`config.mk`:
```
export PLATFORM = sky130hd
export DESIGN_NAME = gccc_counter
export DESIGN_NICKNAME = d
export VERILOG_FILES = /design/src/core/gccc_counter.v
export VERILOG_INCLUDE_DIRS = /design/src /design/src/core
export SDC_FILE = /design/constraint.sdc
export NUM_CORES = 1
export LEC_CHECK = 0
export ABC_CLOCK_PERIOD_IN_PS = 1700
export BUFFER_PORTS_ARGS = -buffer_cell sky130_fd_sc_hd__buf_4
export CORE_MARGIN = 2
export CORE_UTILIZATION = 50
export CTS_BUF_LIST = sky130_fd_sc_hd__clkbuf_4
export DETAILED_ROUTE_END_ITERATION = 12
export HOLD_SLACK_MARGIN = 0.15
export PLACE_DENSITY = 0.78
export SLEW_MARGIN = 20
export SYNTH_ARGS = -nofsm -noshare
export SYNTH_HDL_FRONTEND = slang
export SYNTH_SLANG_ARGS = --single-unit
export TNS_END_PERCENT = 5
```
`constraint.sdc`:
```
create_clock -name I_CLK_SYS -period 1.7 [get_ports I_CLK_SYS]
set_input_delay 0.17 -clock I_CLK_SYS [delete_from_list [all_inputs] [get_ports I_CLK_SYS]]
set_output_delay 0.17 -clock I_CLK_SYS [all_outputs]
set_load 0.02 [all_outputs]
```
`src/core/gccc_map.vh`:
```
// Constants for the gated clock and cycle counter
`ifndef GCCC_MAP_VH
`define GCCC_MAP_VH
// Bus command codes (esd values)
`define GCCC_CMD_ARM 12'h7F0
`define GCCC_CMD_OPEN 12'h7E0
`define GCCC_CMD_STOP 12'h7E1
`define GCCC_CMD_OUT_EN 12'h7D0
`define GCCC_CMD_SHIFT_CYC 12'h7C0
`define GCCC_CMD_COPY_CLK1 12'h7B0
`define GCCC_CMD_COPY_CLK2 12'h7A0
// Counter geometry
`define GCCC_CLK_W 11
`define GCCC_CYC_W 5
`define GCCC_STAGE_W 4
// Reset values
`define GCCC_CLK_RST 11'h000
`define GCCC_CYC_RST 5'h00
`endif

```
`src/core/gccc_counter.v`:
```
// Gated clock counter and cycle counter with readback shift chain
`timescale 1ns/10ps
`include "gccc_map.vh"

// Summary of operation
// - Open command enables voltmeter gate in voltmeter mode
// - Voltmeter gate passes only when mode flag set
// - Conversion done high blocks further clock pulses in voltmeter mode
// - Cycle counter divides selected input by 32
// - Cycle counter shares frequency gate, cleared together
// - Cycle carries drive readback line three low
// - Cycle and clock carry drivers enabled together
// - First readback enables outputs, shows cycle high stage
// - Second readback loads high stage from low
// - Third, fourth copy clock stages along chain
// - Clock counter divides 2 MHz by 2048
// - Arm clears frequency gate and both counters
// - Final clock stage carries drive readback line two
// - Frequency gate follows open request on falling input edges
module gccc_counter (
  input wire I_CLK_SYS,
  input wire I_RESET,
  input wire i_ce,
  input wire i_cmd_valid,
  input wire [11:0] i_cmd_code,
  input wire i_mode_select_flag,
  input wire i_freq_mux_input,
  input wire i_conversion_done,
  output reg [3:0] o_readback_d_n,
  output reg [3:0] o_readback_oe,
  output wire o_gate_active,
  output wire [10:0] o_clock_count,
  output wire [4:0] o_cycle_count
);

  // ==========================================================
  // Input synchronisers and edge history
  reg freq_mux_input_s1_reg, freq_mux_input_s2_reg, freq_mux_input_s3_reg;
  reg done_s1_reg, done_s2_reg;
  wire freq_mux_input_fall = freq_mux_input_s3_reg & ~freq_mux_input_s2_reg;

  always @(posedge I_CLK_SYS) begin
    if (I_RESET) begin
      freq_mux_input_s1_reg <= 1'b0;
      freq_mux_input_s2_reg <= 1'b0;
      freq_mux_input_s3_reg <= 1'b0;
      done_s1_reg <= 1'b0;
      done_s2_reg <= 1'b0;
    end else if (i_ce) begin
      freq_mux_input_s1_reg <= i_freq_mux_input;
      freq_mux_input_s2_reg <= freq_mux_input_s1_reg;
      freq_mux_input_s3_reg <= freq_mux_input_s2_reg;
      done_s1_reg <= i_conversion_done;
      done_s2_reg <= done_s1_reg;
    end
  end

  // ==========================================================
  // Command decode
  function cmd_is;
    input valid;
    input [11:0] code;
    input [11:0] want;
    begin
      cmd_is = valid & (code == want);
    end
  endfunction

  wire c_arm = cmd_is(i_cmd_valid, i_cmd_code, `GCCC_CMD_ARM);
  wire c_open = cmd_is(i_cmd_valid, i_cmd_code, `GCCC_CMD_OPEN);
  wire c_stop = cmd_is(i_cmd_valid, i_cmd_code, `GCCC_CMD_STOP);
  wire c_oen = cmd_is(i_cmd_valid, i_cmd_code, `GCCC_CMD_OUT_EN);
  wire c_sh_cyc = cmd_is(i_cmd_valid, i_cmd_code, `GCCC_CMD_SHIFT_CYC);
  wire c_cp1 = cmd_is(i_cmd_valid, i_cmd_code, `GCCC_CMD_COPY_CLK1);
  wire c_cp2 = cmd_is(i_cmd_valid, i_cmd_code, `GCCC_CMD_COPY_CLK2);

  // ==========================================================
  // Gate control
  reg open_req_reg;     // Gate-open request (open command latch)
  reg freq_gate_reg;    // Frequency gate, follows request on FREQ_MUX_INPUT fall
  reg output_enable_latch_reg;
  reg carry_en_reg;

  always @(posedge I_CLK_SYS) begin
    if (I_RESET) begin
      open_req_reg <= 1'b0;
      freq_gate_reg <= 1'b0;
      output_enable_latch_reg <= 1'b0;
      carry_en_reg <= 1'b0;
    end else if (i_ce) begin
      if (c_arm) begin
        open_req_reg <= 1'b0;
        freq_gate_reg <= 1'b0;
        output_enable_latch_reg <= 1'b0;
      end else if (c_open) begin
        open_req_reg <= 1'b1;
        carry_en_reg <= 1'b1;
        output_enable_latch_reg <= 1'b0;
      end else if (c_stop) begin
        open_req_reg <= 1'b0;
      end else if (c_oen) begin
        output_enable_latch_reg <= 1'b1;
        carry_en_reg <= 1'b0;
      end
      if (freq_mux_input_fall && !c_arm) begin
        freq_gate_reg <= open_req_reg & ~i_mode_select_flag;
      end
    end
  end

  wire voltmeter_gate = open_req_reg & i_mode_select_flag & ~done_s2_reg;
  wire frequency_gate = freq_gate_reg & ~i_mode_select_flag;
  assign o_gate_active = voltmeter_gate | frequency_gate;

  // ==========================================================
  // Clock counter (3 stages) and cycle counter (2 stages)
  reg [10:0] clk_cnt_reg;
  reg [4:0] cyc_cnt_reg;
  reg clk_carry_reg, cyc_carry_reg;
  wire [3:0] clock_stage_first = clk_cnt_reg[3:0];
  wire [3:0] clock_stage_second = clk_cnt_reg[7:4];
  wire [3:0] cycle_stage_high = {3'h0, cyc_cnt_reg[4]};
  wire [3:0] cycle_stage_low = cyc_cnt_reg[3:0];
  reg [3:0] chain_reg;  // Final output stage of the readback chain

  // ==========================================================
  // Readback nibble selection
  // The chain register and the line drivers both need the nibble
  // picked by the current readback command, so the choice lives in
  // one function and both sides stay in step. With no readback
  // command the chain keeps the nibble of the previous command, so
  // a controller that samples late still sees the right stage.
  function [3:0] readback_nibble;
    input oen;
    input sh_cyc;
    input cp1;
    input cp2;
    input [3:0] hi_cyc;
    input [3:0] lo_cyc;
    input [3:0] clk_first;
    input [3:0] clk_second;
    input [3:0] held;
    begin
      if (oen) begin
        readback_nibble = hi_cyc;
      end else if (sh_cyc) begin
        readback_nibble = lo_cyc;
      end else if (cp1) begin
        readback_nibble = clk_first;
      end else if (cp2) begin
        readback_nibble = clk_second;
      end else begin
        readback_nibble = held;
      end
    end
  endfunction

  // Clock bits 10:8 are never read back; the controller keeps the
  // count above bit 10 only, from the carries it tallied.
  wire [3:0] next_nibble = readback_nibble(c_oen, c_sh_cyc, c_cp1, c_cp2, cycle_stage_high, cycle_stage_low,
                                           clock_stage_first, clock_stage_second, chain_reg);

  // ==========================================================
  // Counting and readback chain

  always @(posedge I_CLK_SYS) begin
    if (I_RESET) begin
      clk_cnt_reg <= `GCCC_CLK_RST;
      cyc_cnt_reg <= `GCCC_CYC_RST;
      clk_carry_reg <= 1'b0;
      cyc_carry_reg <= 1'b0;
      chain_reg <= 4'h0;
    end else if (i_ce) begin
      clk_carry_reg <= 1'b0;
      cyc_carry_reg <= 1'b0;
      if (c_arm) begin
        clk_cnt_reg <= `GCCC_CLK_RST;
        cyc_cnt_reg <= `GCCC_CYC_RST;
      end else begin
        if (o_gate_active) begin
          clk_cnt_reg <= clk_cnt_reg + 11'h001;
          clk_carry_reg <= &clk_cnt_reg;
        end
        if (frequency_gate && freq_mux_input_fall) begin
          cyc_cnt_reg <= cyc_cnt_reg + 5'h01;
          cyc_carry_reg <= &cyc_cnt_reg;
        end
      end
      chain_reg <= next_nibble;
    end
  end

  assign o_clock_count = clk_cnt_reg;
  assign o_cycle_count = cyc_cnt_reg;

  // ==========================================================
  // Readback line drivers (active low, released when idle)
  // Open and arm override a stale output latch, and open raises the
  // carry drivers in the cycle right after the command, so no carry
  // that follows the open command can be lost.
  wire out_mode = (output_enable_latch_reg | c_oen) & ~c_open & ~c_arm;
  wire carry_on = (carry_en_reg | c_open) & ~c_oen;

  always @(posedge I_CLK_SYS) begin
    if (I_RESET) begin
      o_readback_d_n <= 4'hF;
      o_readback_oe <= 4'h0;
    end else if (i_ce) begin
      if (out_mode) begin
        o_readback_oe <= 4'hF;
        o_readback_d_n <= ~next_nibble;
      end else begin
        o_readback_oe <= {carry_on, carry_on, 2'b00};
        o_readback_d_n <= {~cyc_carry_reg, ~clk_carry_reg, 2'b11};
      end
    end
  end

endmodule

```
==> reports/summary.md <==
## Synth
* post-synthesis async set-or-reset flop share: 0%
* instance count of the mapped netlist: 219
* post-synthesis simple-gate area fraction: 26.51%
* netlist area before placement: 1912 um2
* fraction of the mapped netlist area in compound gates: 14.53%
* mux share of post-synthesis cell area: 9.097%
* library cells used by synthesis: 47
* ys flop type: sky130_fd_sc_hd__dfxtp_1
* sequential-to-total area share from yosys stat: 38.74%
* Yosys warning total: 0
* post-synthesis adder-cell area fraction: 1.963%
* post-synthesis xor/xnor area fraction: 4.123%
* number of nets produced by synthesis: 241
* combinational family with the most area after synthesis: simple AND/OR/NAND/NOR gates
* EDFF count, synth: 0
* Post-Synthesis Mean Instance Area: 8.730 um2
* flip-flop and latch count after synthesis: 37

## Detailed routing
* Avg WL per Cell: 13.70 um
* detailed-route DRC error count: 0
* iteration-0 DRC count of the detailed router: 97
* remaining antenna violation count: 0
* vias per cell: 5.402
* detailed-router iteration count before antenna repair: 4
* wirelength, routed: 4.493 mm
* total via count in the routed design: 1772

## GRT
* busiest metal layer after global routing: met2
* wire length of the first global-routing pass: 7.320 mm
* global routing usage summed across all routing layers: 22.46%
* initial antenna violation count: 0
* via count of the first global-routing pass: 1561
* pin count of the biggest net entering global routing: 27
* grt met3 use: 5.281%
* met2 Usage GRT: 33.84%
* global-route congestion overflow total: 0
* M1 GR Usage: 31.08%

## Clock tree
* clock tree from TritonCTS: yes
* number of levels the H-tree was split into: 2
* cell chosen for the clock root: sky130_fd_sc_hd__clkbuf_4
* total clock buffers created by CTS: 5
* count of clock tree sinks: 37
* clock latency on the worst-skew pair: 0.35 ns
* number of post-CTS setup repair buffers: 0
* maximum clock path buffer count: 2
* CTS clock-pin slew for the worst setup and hold paths: 0.12 ns

## Final layout
* commonest cells after routing, fill and taps aside: 62 x sky130_fd_sc_hd__buf_4, 36 x sky130_fd_sc_hd__dfxtp_1, 34 x sky130_fd_sc_hd__nor2_1, 14 x sky130_fd_sc_hd__a21oi_1, 14 x sky130_fd_sc_hd__mux2i_1
* number of antenna diodes: 0
* ratio of cells with drive above 1 in the final layout: 30.00%
* leading cell type in the layout, fill and taps excluded: sky130_fd_sc_hd__buf_4
* net count of the finished layout: 301
* post-synthesis to final-layout area growth: 30.76%
* flip-flop count of the largest register, all copies and words added: 11

## STA
* final hold slack: 0.1596 ns
* fin crit period: 1.633 ns
* final number of hold-violating endpoints: 0
* Final Cycle Share: 96.09%
* setup violators final: 0
* worst clock skew: 0.02263 ns
* upper clock frequency limit: 612.2 MHz
* transition at the pin with the smallest max-transition slack: 0.5146 ns
* RSZ-0062 raised after global routing: false
* Setup WS post-layout: 0.06650 ns
* normalized max-slew margin: 65.43%
* max-slew violation count: 0

## Floorplanning
* Die ar.: 4334 um2
* row count: 22
* Core ar.: 3661 um2
* starting utilization of the core area: 52.22%
* die width: 65.84 um
* I/O pin count: 44
* Die Y-Extent: 65.84 um

## Setup path
* biggest fanout along the worst timing path: 4
* Worst Path Arrival: 1.92 ns
* kind of launch point of the worst setup path: input pin
* Crit path buffers/inverters: 2
* Largest stage delay, worst path: 0.55 ns
* critical path start-end classification: input pin to flop
* type of destination of the critical path: flop
* cells traversed along the worst timing path: dlygate4sd3_1 > buf_4 > nand2b_1 > nand2_1 > a31o_4 > nand3_2 > or3_1 > a21oi_1
* Critical Path RT: 1.99 ns
* cell class contributing the biggest share of worst-path delay: simple AND/OR/NAND/NOR gates
* Slowest cell on crit path: sky130_fd_sc_hd__dlygate4sd3_1

## Power
* maximum ir drop on the vdd rail: 0.5141 mV
* power per unit of standard cell area: 599.1 nW/um2
* static leakage: 1.108 nW

## Min path
* Tightest Hold Check Type: input pin to flop

## Place
* routability congestion estimate from global placement: 0.8129
* setup slack after placement: -0.2002 ns
* HPWL after detailed placement: 3.291 mm
* count of port buffers added during placement: 43

## Status
* status: finished, final reports clean

## Job
* Max-cap violations: 0

## area by class of cell
class	instances	area, um2
multi-input cells	162	1079
well taps	48	60.06
inverters	5	18.77
flip-flops and latches	37	742.0
clock buffers	5	37.54
repair buffers	68	545.5
clock inverters	3	17.52
fillers	307	1161
## routing by layer
layer	share of wire [%]	vias up
li1	-	903
met4	1.1	0
met5	0	-
met3	6.0	4
met1	46	812
met2	46	53
## cells in the mapped netlist (3+ instances only)
library cell / n / area [um2]
sky130_fd_sc_hd__clkbuf_1: 7 / 26.28
sky130_fd_sc_hd__a21o_1: 4 / 30.03
sky130_fd_sc_hd__ha_1: 3 / 37.54
sky130_fd_sc_hd__xor2_1: 8 / 70.07
sky130_fd_sc_hd__nand2_1: 10 / 37.54
sky130_fd_sc_hd__nor2b_1: 3 / 18.77
sky130_fd_sc_hd__mux2_2: 3 / 33.78
sky130_fd_sc_hd__buf_4: 3 / 22.52
sky130_fd_sc_hd__o21ai_0: 5 / 25.02
sky130_fd_sc_hd__nor2_1: 35 / 131.4
sky130_fd_sc_hd__a211oi_1: 3 / 22.52
sky130_fd_sc_hd__inv_1: 5 / 18.77
sky130_fd_sc_hd__and4_1: 3 / 26.28
sky130_fd_sc_hd__and2_1: 5 / 31.28
sky130_fd_sc_hd__dfxtp_1: 37 / 740.7
sky130_fd_sc_hd__nand4_1: 11 / 68.82
sky130_fd_sc_hd__mux2i_1: 14 / 140.1
sky130_fd_sc_hd__a21oi_1: 14 / 70.07
sky130_fd_sc_hd__a22oi_1: 4 / 30.03
sky130_fd_sc_hd__and3_1: 6 / 37.54
## cell families (layout without fill, tap and decap cells)
logic type | count (synthesis) | after routing
XOR/XNOR | 9 | 9
AND/OR/NAND/NOR | 92 | 92
multiplexers | 17 | 17
adder cells (fa/ha/maj) | 3 | 3
flip-flops | 37 | 37
AO/OA/AOI/OAI | 41 | 41
buffers and inverters | 20 | 81
## final timing paths
path,start,end,slack (ns),depth (start not counted)
setup reg to reg,o_clock_count[5],o_clock_count[10],0.18,6
hold / removal,i_cmd_code[4],carry_en_reg,0.16,3
setup / recovery,i_mode_select_flag,o_clock_count[4],0.07,8
hold reg to reg,clk_carry_reg,clk_carry_reg,0.48,2
## repair_timing
action | CTS | global route
hold buffers | 4 | 0
hold endpoints to repair | 4 | 0
gates resized for setup | 0 | 2
endpoints found under the setup margin | 0 | 2
## power breakdown
part	internal (W)	switching, W	total [W]
combinational	0.0000811	0.0000761	0.000157
clock	0.000156	0.000302	0.000458
sequential	0.000877	0.00000539	0.000882
total	0.00111	0.000384	0.00150
## metrics by stage
step                      util, %  setup TNS, ns  cell area (um2)  cells  total power [W]
final                       68.28              0             2500    328         0.001498
after global routing        68.28              0             2500    328         0.001566
after CTS                   68.18              0             2496    328         0.001501
after detailed placement    65.58         -2.058             2401    316         0.001051
after global placement      65.58         -1.674             2401    316         0.001049
after floorplan                 -       -0.01304             1917    219        0.0009794
## tightest hold or removal path: cells and delay by family
kind / cells / cell delay (ns)
buffers and inverters: 1 / 0.15
AND/OR/NAND/NOR: 1 / 0.03
AO/OA/AOI/OAI: 1 / 0.14
Note: power is estimated with default switching activity, not from simulation.
